--- src/rtl/boot_loader_map.vh ---
`ifndef BOOT_LOADER_MAP_VH
`define BOOT_LOADER_MAP_VH

// ----------------------------------------
// Serial memory access
// ----------------------------------------
`define BL_DEV_WR 8'hA0
`define BL_DEV_RD 8'hA1
`define BL_WORD_ADDR 8'h00

// ----------------------------------------
// Serial clock dividers per boot clock and speed
// ----------------------------------------
`define BL_DIV_100_STD 1008
`define BL_DIV_100_FAST 256
`define BL_DIV_75_STD 752
`define BL_DIV_75_FAST 192
`define BL_DIV_50_STD 512
`define BL_DIV_50_FAST 128
`define BL_DIV_33_STD 336
`define BL_DIV_33_FAST 96

// ----------------------------------------
// Boot image field positions
// ----------------------------------------
`define BL_B0_CLK_HI 3
`define BL_B0_CLK_LO 2
`define BL_B0_SPEED 1
`define BL_B1_AUTO 0
`define BL_B1_PCICLK 1
`define BL_B1_PREF 2
`define BL_HDR_LEN 12'h00A
`define BL_CNT_END 12'h00C
`define BL_PROG_FIRST 12'h030
`define BL_WORDS_FIRST 12'h00C

// ----------------------------------------
// Configuration space and reset values
// ----------------------------------------
`define BL_CFG_SUBSYS 8'h2C
`define BL_CFG_MEM_BASE 8'h14
`define BL_PREF_BIT 3
`define BL_RESET_REG_BASE 32'hEFF00000

`endif

--- src/rtl/eeprom_boot_loader.v ---
`timescale 1ns/1ps
`include "boot_loader_map.vh"

// ----------------------------------------
// Byte FIFO
// ----------------------------------------
module boot_byte_fifo #(
    parameter WIDTH = 8,
    parameter DEPTH = 16,
    parameter AW = 4
) (
    input wire clk,
    input wire rst_n,
    input wire [WIDTH-1:0] in_data,
    input wire in_valid,
    output wire in_ready,
    output wire [WIDTH-1:0] out_data,
    output wire out_valid,
    input wire out_ready
);
    reg [WIDTH-1:0] mem [0:DEPTH-1];
    reg [AW:0] wr_q;
    reg [AW:0] rd_q;
    wire push = in_valid && in_ready;
    wire pop = out_valid && out_ready;

    assign in_ready = (wr_q - rd_q) != DEPTH[AW:0];
    assign out_valid = wr_q != rd_q;
    assign out_data = mem[rd_q[AW-1:0]];

    always @(posedge clk) begin
        if (push) begin
            mem[wr_q[AW-1:0]] <= in_data;
        end
    end

    always @(posedge clk or negedge rst_n) begin
        if (!rst_n) begin
            wr_q <= {(AW+1){1'b0}};
            rd_q <= {(AW+1){1'b0}};
        end else begin
            if (push) begin
                wr_q <= wr_q + 1'b1;
            end
            if (pop) begin
                rd_q <= rd_q + 1'b1;
            end
        end
    end
endmodule

// How it works
// - Serial clock divider picked from boot clock bits and speed bit.
// - Subsystem identity values appear at configuration offset 0x2C.
// - Clock generator bit clear leaves the PCI clock pin an input.
// - Bit set drives PCI clock pin from divider set by external I/O control.
// - Prefetchable bit shows as bit 3 of memory base in config reads.
// - After header, halt in host-assisted mode, continue in autonomous.
// - Autonomous part starts with an 11-bit program byte count.
// - Four address/value pairs follow; each value written to its address.
// - Register window base locates the 2 MB register window.
// - Fourth pair sets cacheable end at base plus 0x100008.
// - Copy of memory base is the start address for program words.
// - Each program word has its four bytes reversed before storing.
// - After the program is stored, release the main processor.
// - Give up the serial bus when loading ends, even if the processor stays in reset.
// - In host-assisted mode processor stays in reset until host releases.
module eeprom_boot_loader #(
    parameter FIFO_DEPTH = 16,
    parameter FIFO_AW = 4
) (
    input wire ref_clk,
    input wire rst_n,
    input wire sda_in,
    output reg sda_o,
    output reg sda_oe,
    output reg scl_o,
    output reg scl_oe,
    output reg pci_clk_o,
    output reg pci_clk_oe,
    input wire [7:0] xio_clk_div,
    input wire cfg_rd,
    input wire [7:0] cfg_addr,
    output reg [31:0] cfg_rdata,
    output reg wr_valid,
    output reg [31:0] wr_addr,
    output reg [31:0] wr_data,
    input wire wr_ready,
    output reg [19:0] memory_setup_reg,
    output reg [7:0] clock_multiplier_reg,
    output reg [31:0] register_window_base,
    output reg [31:0] cpu_start_addr,
    output reg main_processor_reset_n,
    output reg i2c_owned,
    input wire host_release,
    output reg boot_done
);
    localparam E_START = 3'b000;
    localparam E_WR = 3'b001;
    localparam E_RD = 3'b010;
    localparam E_STOP = 3'b011;
    localparam E_OFF = 3'b100;
    localparam P_RUN = 2'b00;
    localparam P_HOST = 2'b01;
    localparam P_DONE = 2'b10;

    // ----------------------------------------
    // State
    // ----------------------------------------
    reg sda_m_q;
    reg sda_s_q;
    reg [2:0] e_st_q;
    reg [1:0] ph_q;
    reg [3:0] bit_q;
    reg [1:0] seq_q;
    reg [7:0] tx_q;
    reg [7:0] rx_q;
    reg [9:0] tcnt_q;
    reg [11:0] ecnt_q;
    reg push_q;
    reg [1:0] p_st_q;
    reg [11:0] pidx_q;
    reg [11:0] lim_q;
    reg [7:0] cfg0_q;
    reg [7:0] flags_q;
    reg [23:0] shw_q;
    reg [31:0] pair_addr_q;
    reg [31:0] prog_addr_q;
    reg [31:0] ident_q;
    reg [7:0] pdiv_q;
    reg [31:0] div_sel;
    wire f_in_ready;
    wire [7:0] f_data;
    wire f_valid;
    wire [11:0] widx = pidx_q - `BL_WORDS_FIRST;
    wire [31:0] word_in = {shw_q, f_data};
    wire last_byte = (ecnt_q + 12'h001) == lim_q;
    wire stall = (e_st_q == E_RD) && (bit_q == 4'h0) && (ph_q == 2'b00)
        && !f_in_ready;
    wire run = (e_st_q != E_OFF) && !stall;
    wire tick = run && (tcnt_q == 10'h000);
    wire pop = f_valid && !wr_valid && (p_st_q == P_RUN);

    // ----------------------------------------
    // Serial clock rate
    // ----------------------------------------
    // divider lookup
    always @* begin
        case ({cfg0_q[`BL_B0_CLK_HI:`BL_B0_CLK_LO], cfg0_q[`BL_B0_SPEED]})
            3'b000: div_sel = `BL_DIV_100_STD;
            3'b001: div_sel = `BL_DIV_100_FAST;
            3'b010: div_sel = `BL_DIV_75_STD;
            3'b011: div_sel = `BL_DIV_75_FAST;
            3'b100: div_sel = `BL_DIV_50_STD;
            3'b101: div_sel = `BL_DIV_50_FAST;
            3'b110: div_sel = `BL_DIV_33_STD;
            default: div_sel = `BL_DIV_33_FAST;
        endcase
    end

    boot_byte_fifo #(
        .WIDTH(8),
        .DEPTH(FIFO_DEPTH),
        .AW(FIFO_AW)
    ) u_fifo (
        .clk(ref_clk),
        .rst_n(rst_n),
        .in_data(rx_q),
        .in_valid(push_q),
        .in_ready(f_in_ready),
        .out_data(f_data),
        .out_valid(f_valid),
        .out_ready(pop)
    );

    // ----------------------------------------
    // Serial bus master
    // ----------------------------------------
    always @(posedge ref_clk or negedge rst_n) begin
        if (!rst_n) begin
            sda_m_q <= 1'b1;
            sda_s_q <= 1'b1;
            sda_o <= 1'b0;
            scl_o <= 1'b0;
            sda_oe <= 1'b0;
            scl_oe <= 1'b0;
            e_st_q <= E_START;
            ph_q <= 2'b00;
            bit_q <= 4'h0;
            seq_q <= 2'b00;
            tx_q <= `BL_DEV_WR;
            rx_q <= 8'h00;
            tcnt_q <= 10'h000;
            ecnt_q <= 12'h000;
            push_q <= 1'b0;
        end else begin
            sda_m_q <= sda_in;
            sda_s_q <= sda_m_q;
            sda_o <= 1'b0;
            scl_o <= 1'b0;
            push_q <= 1'b0;
            if (run) begin
                tcnt_q <= (tcnt_q == 10'h000) ? div_sel[11:2] - 10'h001
                    : tcnt_q - 10'h001;
            end
            if (tick) begin
                ph_q <= ph_q + 2'b01;
                case (e_st_q)
                    // start, address zero, then repeated start
                    E_START: begin
                        case (ph_q)
                            2'b00: begin
                                sda_oe <= 1'b0;
                                scl_oe <= 1'b0;
                            end
                            2'b01: sda_oe <= 1'b1;
                            2'b10: scl_oe <= 1'b0;
                            default: begin
                                scl_oe <= 1'b1;
                                e_st_q <= E_WR;
                                bit_q <= 4'h0;
                                tx_q <= (seq_q == 2'b10) ? `BL_DEV_RD
                                    : `BL_DEV_WR;
                            end
                        endcase
                    end
                    E_WR: begin
                        case (ph_q)
                            2'b00: sda_oe <= (bit_q != 4'h8) && !tx_q[7];
                            2'b01: scl_oe <= 1'b0;
                            2'b10: scl_oe <= 1'b0;
                            default: begin
                                scl_oe <= 1'b1;
                                tx_q <= {tx_q[6:0], 1'b0};
                                bit_q <= bit_q + 4'h1;
                                if (bit_q == 4'h8) begin
                                    bit_q <= 4'h0;
                                    if (seq_q == 2'b00) begin
                                        seq_q <= 2'b01;
                                        tx_q <= `BL_WORD_ADDR;
                                    end else if (seq_q == 2'b01) begin
                                        seq_q <= 2'b10;
                                        e_st_q <= E_START;
                                    end else begin
                                        e_st_q <= E_RD;
                                    end
                                end
                            end
                        endcase
                    end
                    E_RD: begin
                        case (ph_q)
                            2'b00: sda_oe <= (bit_q == 4'h8) && !last_byte;
                            2'b01: scl_oe <= 1'b0;
                            2'b10: begin
                                if (bit_q != 4'h8) begin
                                    rx_q <= {rx_q[6:0], sda_s_q};
                                end
                            end
                            default: begin
                                scl_oe <= 1'b1;
                                bit_q <= bit_q + 4'h1;
                                if (bit_q == 4'h8) begin
                                    bit_q <= 4'h0;
                                    push_q <= 1'b1;
                                    ecnt_q <= ecnt_q + 12'h001;
                                    if (last_byte) begin
                                        e_st_q <= E_STOP;
                                    end
                                end
                            end
                        endcase
                    end
                    E_STOP: begin
                        case (ph_q)
                            2'b00: sda_oe <= 1'b1;
                            2'b01: scl_oe <= 1'b0;
                            2'b10: sda_oe <= 1'b0;
                            default: e_st_q <= E_OFF;
                        endcase
                    end
                    default: begin
                        sda_oe <= 1'b0;
                        scl_oe <= 1'b0;
                    end
                endcase
            end
        end
    end

    // ----------------------------------------
    // Image parser and loader
    // ----------------------------------------
    always @(posedge ref_clk or negedge rst_n) begin
        if (!rst_n) begin
            p_st_q <= P_RUN;
            pidx_q <= 12'h000;
            lim_q <= `BL_HDR_LEN;
            cfg0_q <= 8'h00;
            flags_q <= 8'h00;
            shw_q <= 24'h000000;
            pair_addr_q <= 32'h00000000;
            prog_addr_q <= 32'h00000000;
            ident_q <= 32'h00000000;
            memory_setup_reg <= 20'h00000;
            clock_multiplier_reg <= 8'h00;
            register_window_base <= `BL_RESET_REG_BASE;
            cpu_start_addr <= 32'h00000000;
            wr_valid <= 1'b0;
            wr_addr <= 32'h00000000;
            wr_data <= 32'h00000000;
            main_processor_reset_n <= 1'b0;
            i2c_owned <= 1'b1;
            boot_done <= 1'b0;
        end else begin
            if (wr_valid && wr_ready) begin
                wr_valid <= 1'b0;
            end
            if (pop) begin
                pidx_q <= pidx_q + 12'h001;
                shw_q <= {shw_q[15:0], f_data};
                case (pidx_q)
                    12'h000: cfg0_q <= f_data;
                    12'h001: begin
                        flags_q <= f_data;
                        if (f_data[`BL_B1_AUTO]) begin
                            lim_q <= `BL_PROG_FIRST;
                        end
                    end
                    12'h002: ident_q[31:24] <= f_data;
                    12'h003: ident_q[23:16] <= f_data;
                    12'h004: ident_q[15:8] <= f_data;
                    12'h005: ident_q[7:0] <= f_data;
                    12'h006: memory_setup_reg[19:16] <= f_data[3:0];
                    12'h007: memory_setup_reg[15:8] <= f_data;
                    12'h008: memory_setup_reg[7:0] <= f_data;
                    12'h009: begin
                        clock_multiplier_reg <= f_data;
                        if (!flags_q[`BL_B1_AUTO]) begin
                            p_st_q <= P_HOST;
                        end
                    end
                    12'h00B: lim_q <= `BL_PROG_FIRST
                        + {1'b0, shw_q[2:0], f_data};
                    default: begin
                        if (pidx_q[1:0] == 2'b11
                            && pidx_q < `BL_PROG_FIRST) begin
                            if (widx[5:2] == 4'h8) begin
                                prog_addr_q <= word_in;
                                cpu_start_addr <= word_in;
                            end else if (!widx[2]) begin
                                pair_addr_q <= word_in;
                            end else begin
                                wr_valid <= 1'b1;
                                wr_addr <= pair_addr_q;
                                wr_data <= word_in;
                                if (widx[5:2] == 4'h1) begin
                                    register_window_base <= word_in;
                                end
                            end
                        end else if (pidx_q[1:0] == 2'b11) begin
                            wr_valid <= 1'b1;
                            wr_addr <= prog_addr_q;
                            wr_data <= {f_data, shw_q[7:0], shw_q[15:8],
                                shw_q[23:16]};
                            prog_addr_q <= prog_addr_q + 32'h00000004;
                        end
                    end
                endcase
            end
            if (p_st_q == P_RUN && pidx_q == lim_q && e_st_q == E_OFF
                && pidx_q >= `BL_PROG_FIRST && !wr_valid) begin
                p_st_q <= P_DONE;
                main_processor_reset_n <= 1'b1;
                i2c_owned <= 1'b0;
                boot_done <= 1'b1;
            end
            if (p_st_q == P_HOST) begin
                i2c_owned <= e_st_q != E_OFF;
                boot_done <= e_st_q == E_OFF;
                if (host_release && boot_done) begin
                    main_processor_reset_n <= 1'b1;
                end
            end
        end
    end

    // ----------------------------------------
    // Configuration reads and PCI clock pin
    // ----------------------------------------
    always @(posedge ref_clk or negedge rst_n) begin
        if (!rst_n) begin
            cfg_rdata <= 32'h00000000;
            pci_clk_o <= 1'b0;
            pci_clk_oe <= 1'b0;
            pdiv_q <= 8'h00;
        end else begin
            if (cfg_rd) begin
                cfg_rdata <= 32'h00000000;
                if (cfg_addr == `BL_CFG_SUBSYS) begin
                    cfg_rdata <= ident_q;
                end
                if (cfg_addr == `BL_CFG_MEM_BASE) begin
                    cfg_rdata[`BL_PREF_BIT] <= flags_q[`BL_B1_PREF];
                end
            end
            pci_clk_oe <= flags_q[`BL_B1_PCICLK];
            if (pdiv_q >= xio_clk_div) begin
                pdiv_q <= 8'h00;
                pci_clk_o <= !pci_clk_o && flags_q[`BL_B1_PCICLK];
            end else begin
                pdiv_q <= pdiv_q + 8'h01;
            end
        end
    end
endmodule

--- config.mk ---
export PLATFORM = sky130hd
export DESIGN_NAME = eeprom_boot_loader
export DESIGN_NICKNAME = d
export VERILOG_FILES = /design/src/rtl/eeprom_boot_loader.v
export VERILOG_INCLUDE_DIRS = /design/src /design/src/rtl
export SDC_FILE = /design/constraint.sdc
export NUM_CORES = 1
export LEC_CHECK = 0
export ABC_AREA = 1
export BUFFER_PORTS_ARGS = -buffer_cell sky130_fd_sc_hd__buf_2
export CORE_UTILIZATION = 49
export DETAILED_ROUTE_END_ITERATION = 8
export GPL_TIMING_DRIVEN = 0
export PLACE_DENSITY = 0.68
export RECOVER_POWER = 25
export SYNTH_ARGS = -nofsm -noshare
export SYNTH_HDL_FRONTEND = slang
export SYNTH_SLANG_ARGS = --single-unit
--- constraint.sdc ---
create_clock -name ref_clk -period 3.8 [get_ports ref_clk]
set_input_delay 0.19 -clock ref_clk [delete_from_list [all_inputs] [get_ports ref_clk]]
set_output_delay 0.19 -clock ref_clk [all_outputs]
set_load 0.01 [all_outputs]
* Yosys cells after proc, flatten, opt, wreduce, memory -nomap -nowiden *
Memory sizes are Yosys's and may differ from the RTL's.
Cells that the tools add are included.

storage, ports and cells
  memory bits (read-only) = 0
  memory bits (writable) = 128
  memories = 1
  latch bits = 0
  logic and storage cells = 269
  flip-flop bits (word level) = 419
  input bits = 22
  output and inout bits = 198

operators by class
  reductions and logical operators = 72
  magnitude comparators = 3
  shift-type cells = 0
  bitwise operators = 4
  $mul = 0
  multiplexer cells = 74
  $add $sub $neg = 13
  equal/unequal tests = 59
  div/mod/pow operators = 0

memories
  memory      depth  width  read ports  clocked after Yosys merged registers in  wr ports  RTL line                 text
  u_fifo.mem  16     8      1           0                                        1         eeprom_boot_loader.v:21  reg [WIDTH-1:0] mem [0:DEPTH-1];

operators by type and width
  kind                     number
  $mux W32                 12
  $pmux W10 S7             1
  $eq A12 B3 Y1 const B    4
  $mux W8                  5
  $eq A12 B4 Y1 const B    3
  $add A32 B3 Y32 const B  1
  $ne A2 B2 Y1 const B     16
  $mux W1                  25
  $reduce_and A5 Y1        5
  $add A12 B1 Y12 const B  2
  $eq A12 B12 Y1           2
  $eq A12 B2 Y1 const B    2
  $mux W3                  8
  $pmux W12 S2             1
  $reduce_and A4 Y1        6
  $reduce_and A2 Y1        10
  $sub A10 B1 Y10 const B  2
  $logic_and A1 B1 Y1      19
  $pmux W8 S2              1
  $reduce_bool A2 Y1       8
  $mux W2                  7
  $add A6 B11 Y12 const A  1
  $eq A12 B1 Y1 const B    1
  $eq A3 B2 Y1 const B     4
  other kinds (43)         79

* Logic depth before layout (Yosys ltp) *
Gate-level depths: netlist of run 1.

  depth in word-level cells = 8
  gate-level depth with buffers = 18
  mapped depth without buffers = 16

* By module *
Synthesis of run 1 repeated with hierarchy kept, for this count alone.

unflattened totals
  cell total of the unflattened synthesis = 2841
  area, all modules = 25194.2 µm²

by module, submodules not included
  module              cells an instance  seq. area each (µm²)  area each (µm²)  instances
  eeprom_boot_loader  2336               10232.3               19237.2          1
  boot_byte_fifo      505                4093.9                5957.0           1

* Worst setup path after synthesis of run 1 *
OpenSTA, ideal clock, no wires.

  path kind = register to register
  from = reg u_fifo.rd_q[1]
  to = mem u_fifo.mem[15][0], enable pin
  buffers on the path = 2
  setup slack = 0.933 ns
  library setup time = 0.375 ns
  clock period less this slack = 2.867 ns
  arrival = 2.492 ns
  stages on the path, launching flop included = 14
  data required time = 3.425 ns
  cells stage by stage = dfrtp_1 > inv_1 > buf_2 > clkbuf_1 > ha_1 > nand2_1 > nand2_1 > nand3_1 > nand3b_1 > nand2_1 > nor2_1 > nor2_1 > nand2_1 > nor2_1

between the ends
  word-level cells in the longest chain between the ends = 5

ends and longest elaborated chain
  what                           RTL line                 text
  from (decl)                    eeprom_boot_loader.v:23  reg [AW:0] rd_q;
  from (signal assigned)         eeprom_boot_loader.v:40  rd_q <= {(AW+1){1'b0}};
  from (signal assigned)         eeprom_boot_loader.v:46  rd_q <= rd_q + 1'b1;
  $sub A5 B5 Y5                  eeprom_boot_loader.v:27  assign in_ready = (wr_q - rd_q) != DEPTH[AW:0];
  $ne A5 B5 Y1                   eeprom_boot_loader.v:27
  $logic_and A1 B1 Y1            eeprom_boot_loader.v:24  wire push = in_valid && in_ready;
  $mux W1                        eeprom_boot_loader.v:32  if (push) begin
  $mux W1 (not written as such)  eeprom_boot_loader.v:33  mem[wr_q[AW-1:0]] <= in_data;
  to (decl)                      eeprom_boot_loader.v:21

No other way between the ends.

* Worst setup path after layout of run 1 *
  from = reg u_fifo.rd_q[1]
  to = reg register_window_base[6]

between the ends
  word-level cells in the longest chain between the ends = 4
  elaborated cells between the ends (all ways) = 5
  classes of those cells = eq/ne (1); reduce/logical (3); memory (1)

ends and longest elaborated chain
  what                                RTL line                  text
  $ne A5 B5 Y1                        eeprom_boot_loader.v:28   assign out_valid = wr_q != rd_q;
  $logic_and A1 B1 Y1 (2 in series)   eeprom_boot_loader.v:142  wire pop = f_valid && !wr_valid && (p_st_q == P_RUN);
  $reduce_and A6 Y1 (no source line)  n/a
  to (signal assigned)                eeprom_boot_loader.v:307  register_window_base <= `BL_RESET_REG_BASE;
  to (signal assigned)                eeprom_boot_loader.v:358  register_window_base <= word_in;
  to (decl)                           eeprom_boot_loader.v:91   output reg [31:0] register_window_base,

Several ways; a longest one is shown, not always the timed one.
A chain may end at the register's enable or synchronous reset.

==> results of run 1 <==
[repair_timing]
item                       in CTS  in global routing
hold buffers                    8                  0
gates resized for setup        15                 10
setup endpoints to repair     139                227
hold endpoints to repair       70                  0
pin swaps                       0                  0
[where the power goes]
| group | switching (mW) | internal [mW] | leakage [nW] | total, mW |
|---|---|---|---|---|
| clock network | 2.38 | 3.36 | 0.956 | 5.74 |
| registers | 0.0355 | 6.02 | 6.61 | 6.06 |
| logic | 0.194 | 0.0939 | 6.34 | 0.288 |
| total | 2.61 | 9.48 | 13.9 | 12.1 |
[cell type report]
type | instances | area (µm²) | share of cell area (%)
Sequential cell | 546 | 14300 | 49.4
Multi-Input combinational cell | 1928 | 9090 | 31.4
Clock buffer | 86 | 1690 | 5.84
Timing Repair Buffer | 228 | 1230 | 4.24
Inverter | 257 | 965 | 3.33
Tap cell | 672 | 841 | 2.90
Buffer | 121 | 594 | 2.05
Clock inverter | 20 | 259 | 0.893
[layout by cell type, fill, tap and decap left out, types with 17 or more instances in the layout]
cell and instances:
a21oi_1 23, buf_2 256, clkbuf_1 69, clkbuf_16 57, dfrtp_1 400, dfstp_2 18, edfxtp_1 128, ha_1 33
inv_1 250, nand2_1 904, nand3_1 156, nand4_1 28, nor2_1 190, nor3_1 38, o21ai_0 376, o21ai_1 17
xor2_1 48
[metal layers]
metal / up-vias / GRT usage, %
met5: - / 0
met4: 0 / 10.2
met3: 108 / 4.89
met2: 729 / 45.9
met1: 10200 / 40.2
li1: 9862 / -
[worst max path at each step]
stage,from,to,slack [ns],cells past startpoint
floorplan,u_fifo.rd_q[1],u_fifo.mem[15][0],0.93,13
global route,u_fifo.rd_q[1],cpu_start_addr[6],0.005,17
finish,u_fifo.rd_q[1],register_window_base[6],0.18,17
CTS,u_fifo.rd_q[1],u_fifo.mem[11][3],-0.20,13
global placement,rst_n,cpu_start_addr[15],-5.63,1
detailed placement,u_fifo.rd_q[1],u_fifo.mem[15][2],-0.27,13
[tightest hold or removal path, cell delays in order]
cell,delay (ns)
buf_2,0.07
inv_1,0.04
nand4_1,0.15
o21ai_0,0.12
nand2_1,0.06
[stage by stage]
| step | power (mW) | cells | hold slack, ns | util (%) | area [µm²] |
|---|---|---|---|---|---|
| 6_report | 12.1 | 3858 | 0.0480 | 57.8 | 29000 |
| 5_1_grt | 12.5 | 3858 | 0.0888 | 57.8 | 29000 |
| 4_1_cts | 12.2 | 3858 | 0.00645 | 57.8 | 29000 |
| 3_5_place_dp | 6.46 | 3744 | 0.205 | 53.7 | 26900 |
| 3_3_place_gp | 6.43 | 3741 | 0.299 | 53.5 | 26800 |
| 2_1_floorplan | 6.30 | 2852 | -0.106 | - | 24900 |
[logic make-up after synthesis]
logic type	after synthesis
other	1
muxes	5
and+or+nand+nor	1365
buffers and inverters	378
AOI/OAI and AO/OA	465
xor gates and xnor gates	58
adders and majority gates	33
DFF	546
==> results.cfg, run 1 <==
[hold_path]
whs_endpoint = cfg_rdata[3]
min_path_cells = 5
min_from = cfg_addr[3]
hold_path.class = input pin to flip-flop

[clocking]
h-tree-depth = 2
clkLatencyLatePin_ns = 0.63
post_cts_buffers = 0
cts_buffers = 57
clock_tree.buffer_depth = 3
path_clk_slew_ns = 0.06
cts_tree = done
cts.sinks = 546
root_buffer = clkbuf_16

[drt]
drc = 0
route.met3.wl_um = 5190
detail-route-antenna-nets = 0
drt-pass1-iter-count = 6
drt_iter0_drc = 1869
drt-total-wl_um = 74200
via_count = 20900
viasPerCell = 5.42
routed.top_layer = met4
wl_met2_um = 34700
route.detailed.wl_per_inst_um = 19.2
route.layer.met1.wl_um = 32100

[critical_path]
cpMostUsedCell = nand2_1
end_kind = flip-flop
arrival_ns = 4.08
worstSetupPathType = flip-flop to flip-flop
critPathLaunchType = flip-flop
critPathSlowestCell = dfrtp_1
cp_max_fo = 10
cp_num_buf_inv = 6
r2r-end = register_window_base[6]
path_cells = inv_1 > buf_2 > clkbuf_2 > ha_1 > nand2_1 > inv_1 > nand4_1 > nand2_1 > inv_2 > nand2_1 > nor2_1 > nand2_2 > nor2_8 > nand3_4 > buf_2 > nand2_1 > o21ai_0
rr_startpoint = u_fifo.rd_q[1]
cp.required_ns = 4.26
reg2reg_depth = 17
cp_slowest_stage_delay_ns = 0.47
r2r_slack_ns = 0.18
critical_path.top_delay_family = simple AND/OR/NAND/NOR gates

[pwr]
ir_drop_mv = 0.356
leakagePower_nw = 13.9
p_per_area_nw_per_um2 = 417

[die]
die_h_um = 227
boundaryPins = 220
fp-row-count = 82
coreArea_um2 = 50200
die-area_um2 = 51700
die_x_um = 227
initial_utilization_pct = 49.7

[global_route]
grt_use_total_pct = 28.9
grt_pass1_vias = 20000
grt_max_degree = 125
antenna_found_initial = 0
grt_pass1_wl_um = 114000
overflow = 0

[sta]
finalSetupViolCount = 0
fmax_ghz = 0.276
relSlewSlack_pct = -22.2
finalClockSkew_ns = 0.0173
worstMarginPinSlew_ns = 1.83
finalHoldViolCount = 0
rsz0062_at_grt = false
tns_ns = 0
setup_slack_ns = 0.182
final_max_slew_viol_count = 118
min_period_ns = 3.62
min_period_over_period_pct = 95.2

[synthesis]
synth_area_per_cell_um2 = 8.74
synthArstFlopShare_pct = 76.6
synthFlopType = dfrtp_1
synth.area.mux_share_pct = 0.216
synthTopCellsByArea = dfrtp_1, edfxtp_1, nand2_1, o21ai_0, inv_1
synthAdderAreaFrac_pct = 1.66
synth-xor-area-share_pct = 2.04
syn_area_um2 = 24900
ys_seq_area_share_pct = 57.5
synth_compound_area_share_pct = 9.84
synth_top_family_by_area = simple AND/OR/NAND/NOR gates
yosysWarnings = 0
synth_cells = 2851
synth_top_area_share_pct = 40.2
yosys.area.top_type = dfrtp_1
synth.distinct_cells = 52
synth-seq-cells = 546
synth-simple-area-share_pct = 22.5
yosysMostFrequentCell = nand2_1
synth_edf_count = 128
synthTopCellsByCount = nand2_1, dfrtp_1, o21ai_0

[run_status]
violations = capacitance limit, slew limit
status = complete, but fails checks

[place]
finalWeightedCongestion = 0.954
port_buffers = 217
hpwlAfterDp_um = 53500
preCtsSetupSlack_ns = -0.266

[job]
cap_violations = 1

[cells_and_area]
n_fill_cell = 4424
syn_to_final_growth_pct = 16.4
largest_reg_flops = 128
layout-drive-gt1-share_pct = 13.6
fin_nets = 3194
diodes = 0
(Power assumes the default switching activity.)
==> run 2: changes to the inputs <==
--- a/config.mk
+++ b/config.mk
@@ -13,6 +13,8 @@
 export GPL_TIMING_DRIVEN = 0
 export PLACE_DENSITY = 0.68
 export RECOVER_POWER = 25
+export REMOVE_ABC_BUFFERS = 1
 export SYNTH_ARGS = -nofsm -noshare
 export SYNTH_HDL_FRONTEND = slang
+export SYNTH_HIERARCHICAL = 1
 export SYNTH_SLANG_ARGS = --single-unit
==> run 2 against run 1 <==
  * The run now ends clean
  * Non-clock buffer count decreased by 96
  * Total power increased by 1.3%
  * Hold slack improved by 0.0035 ns
  * Sequential share of layout area decreased by 0.25 points
  * Synthesized cell count decreased by 0.35%
  * Design area up 0.57%
  * Largest power group unchanged
==> results.cfg, run 2 <==
[critical_path]
cp.depth = 13
cp_max_fo = 58
path_cells = buf_12 > inv_6 > o21ai_0 > o211ai_1 > nand3_1 > nand2_1 > inv_1 > nor2_1 > nand2_1 > nor3_1 > a21oi_1 > o21ai_0 > a21oi_1
reg2reg_depth = 13
r2r-end = lim_q[10]
critical_path.top_delay_family = buffers and inverters
critPathSlowestCell = dfrtp_2
cp_num_buf_inv = 3
cp_slowest_stage_delay_ns = 0.78
cp.required_ns = 4.33
end_kind = flip-flop
rr_startpoint = u_fifo/rd_q[0]
worstSetupPathType = flip-flop to flip-flop
arrival_ns = 4.09
critPathLaunchType = flip-flop
r2r_slack_ns = 0.24
startpoint = u_fifo/rd_q[0]

[global_route]
overflow = 0
grt_max_degree = 118
grt_use_total_pct = 26.0
grt_pass1_wl_um = 109000
grt_pass1_vias = 19600
antenna_found_initial = 1

[synthesis]
ys_seq_area_share_pct = 56.9
synthTopCellsByArea = dfrtp_1, edfxtp_1, nand2_1, o21ai_0, inv_1
synth.distinct_cells = 55
syn_area_um2 = 25200
synthFlopType = dfrtp_1
synth_edf_count = 128
synth_area_per_cell_um2 = 8.87
synth-seq-cells = 546
synth_cells = 2841
synth_top_area_share_pct = 39.7
synthTopCellsByCount = nand2_1, dfrtp_1, o21ai_0
yosys.area.top_type = dfrtp_1
synthArstFlopShare_pct = 76.6
yosysWarnings = 6
yosysMostFrequentCell = nand2_1

[sta]
final_max_slew_viol_count = 0
relSlewSlack_pct = 20.7
finalHoldViolCount = 0
setup_slack_ns = 0.237
tns_ns = 0
min_period_ns = 3.56
finalClockSkew_ns = 0.0146
min_period_over_period_pct = 93.8
holdWs_ns = 0.0515
fmax_ghz = 0.281
worstMarginPinSlew_ns = 1.18
finalSetupViolCount = 0

[pwr]
switching_power_mw = 2.59
leakagePower_nw = 13.0
p_int_mw = 9.65
p_sw_share_pct = 21.2
pwr-share-seq_pct = 49.5
ir_drop_mv = 0.343
p_per_area_nw_per_um2 = 420
power.total_mw = 12.2
p_comb_share_pct = 2.4
p_clk_share_pct = 48.1

[hold_path]
hold_path.class = input pin to async pin

[drt]
viasPerCell = 5.65
detail-route-antenna-nets = 0
via_count = 21100
drt_iter0_drc = 2129
drt-total-wl_um = 70400
drt-pass1-iter-count = 6
drc = 0
route.detailed.wl_per_inst_um = 18.8

[place]
hpwlAfterDp_um = 43200
finalWeightedCongestion = 0.889
port_buffers = 217
preCtsSetupSlack_ns = -2.54

[clocking]
clkLatencyLatePin_ns = 0.62
clock_tree.buffer_depth = 3
root_buffer = clkbuf_16
cts.sinks = 546
cts_buffers = 57
path_clk_slew_ns = 0.06
h-tree-depth = 2
cts_tree = done

[cells_and_area]
fin_nets = 3072
diodes = 0
post-route-util_pct = 57.8
syn_to_final_growth_pct = 15.8
layout_commonest_cell = nand2_1
largest_reg_flops = 128
final_cell_mix = nand2_1, dfrtp_1, o21ai_0
layout-drive-gt1-share_pct = 12.5

[die]
die-area_um2 = 52300
fp-row-count = 82
die_x_um = 229
initial_utilization_pct = 49.9
boundaryPins = 220
die_h_um = 229
coreArea_um2 = 50500

[job]
cap_violations = 0

[run_status]
status = finished, final reports clean
-- run 2: final cells by class --
class / instances / area, µm²
Fill cell: 4430 / 21300
Timing Repair Buffer: 253 / 1570
Clock inverter: 26 / 314
Sequential cell: 546 / 14300
Multi-Input combinational cell: 1935 / 9560
Tap cell: 672 / 841
Inverter: 225 / 875
Clock buffer: 81 / 1670
-- run 2: cell families (layout without fill, tap and decap cells) --
family                     after synthesis  count (layout)  share of synthesized area (%)
AOI/OAI and AO/OA                      493             493                           10.5
xor gates and xnor gates                50              50                           1.74
adders and majority gates               32              32                           1.59
buffers and inverters                  369             585                           6.32
DFF                                    546             546                           56.9
muxes                                    9               9                          0.397
other                                    1               2                         0.0149
and+or+nand+nor                       1341            1349                           22.6
-- run 2: per-stage QoR --
| step | cell area [µm²] | instances |
|---|---|---|
| after floorplan | 24500 | 2698 |
| after global placement | 26400 | 3587 |
| after detailed placement | 26700 | 3600 |
| after CTS | 29000 | 3724 |
| after global routing | 29200 | 3738 |
| final | 29200 | 3738 |
-- run 2: routing by layer --
| metal | routed length [µm] | global-route usage [%] | vias to the layer above |
|---|---|---|---|
| li1 | - | - | 9818 |
| met1 | 30900 | 37.0 | 10300 |
| met2 | 32400 | 40.7 | 884 |
| met3 | 5150 | 4.05 | 132 |
| met4 | 1980 | 8.49 | 2 |
| met5 | 13 | 0 | - |
-- run 2: worst max-delay path by stage --
| stage | end | slack (ns) |
|---|---|---|
| floorplan | wr_valid | -3.22 |
| global placement | wr_valid | -7.44 |
| detailed placement | cpu_start_addr[9] | -2.54 |
| CTS | cpu_start_addr[26] | 0.02 |
| global route | pair_addr_q[0] | -0.01 |
| finish | lim_q[10] | 0.24 |
-- run 2: power groups by stage --
stage               registers, mW  clock network [mW]  logic [mW]
detailed placement           6.17                   0       0.298
finish                       6.06                5.89       0.297
global placement             6.17                   0       0.265
global route                 6.06                6.22       0.351
floorplan                    6.16                   0       0.135
CTS                          6.06                5.96       0.305
-- run 2: repair_timing --
item,CTS,global route
buffers inserted,5,11
cloned,5,3
endpoints found under the setup margin,482,235
hold endpoints to repair,133,0
resized for setup,27,13
pin swaps,3,3
hold buffers,7,0
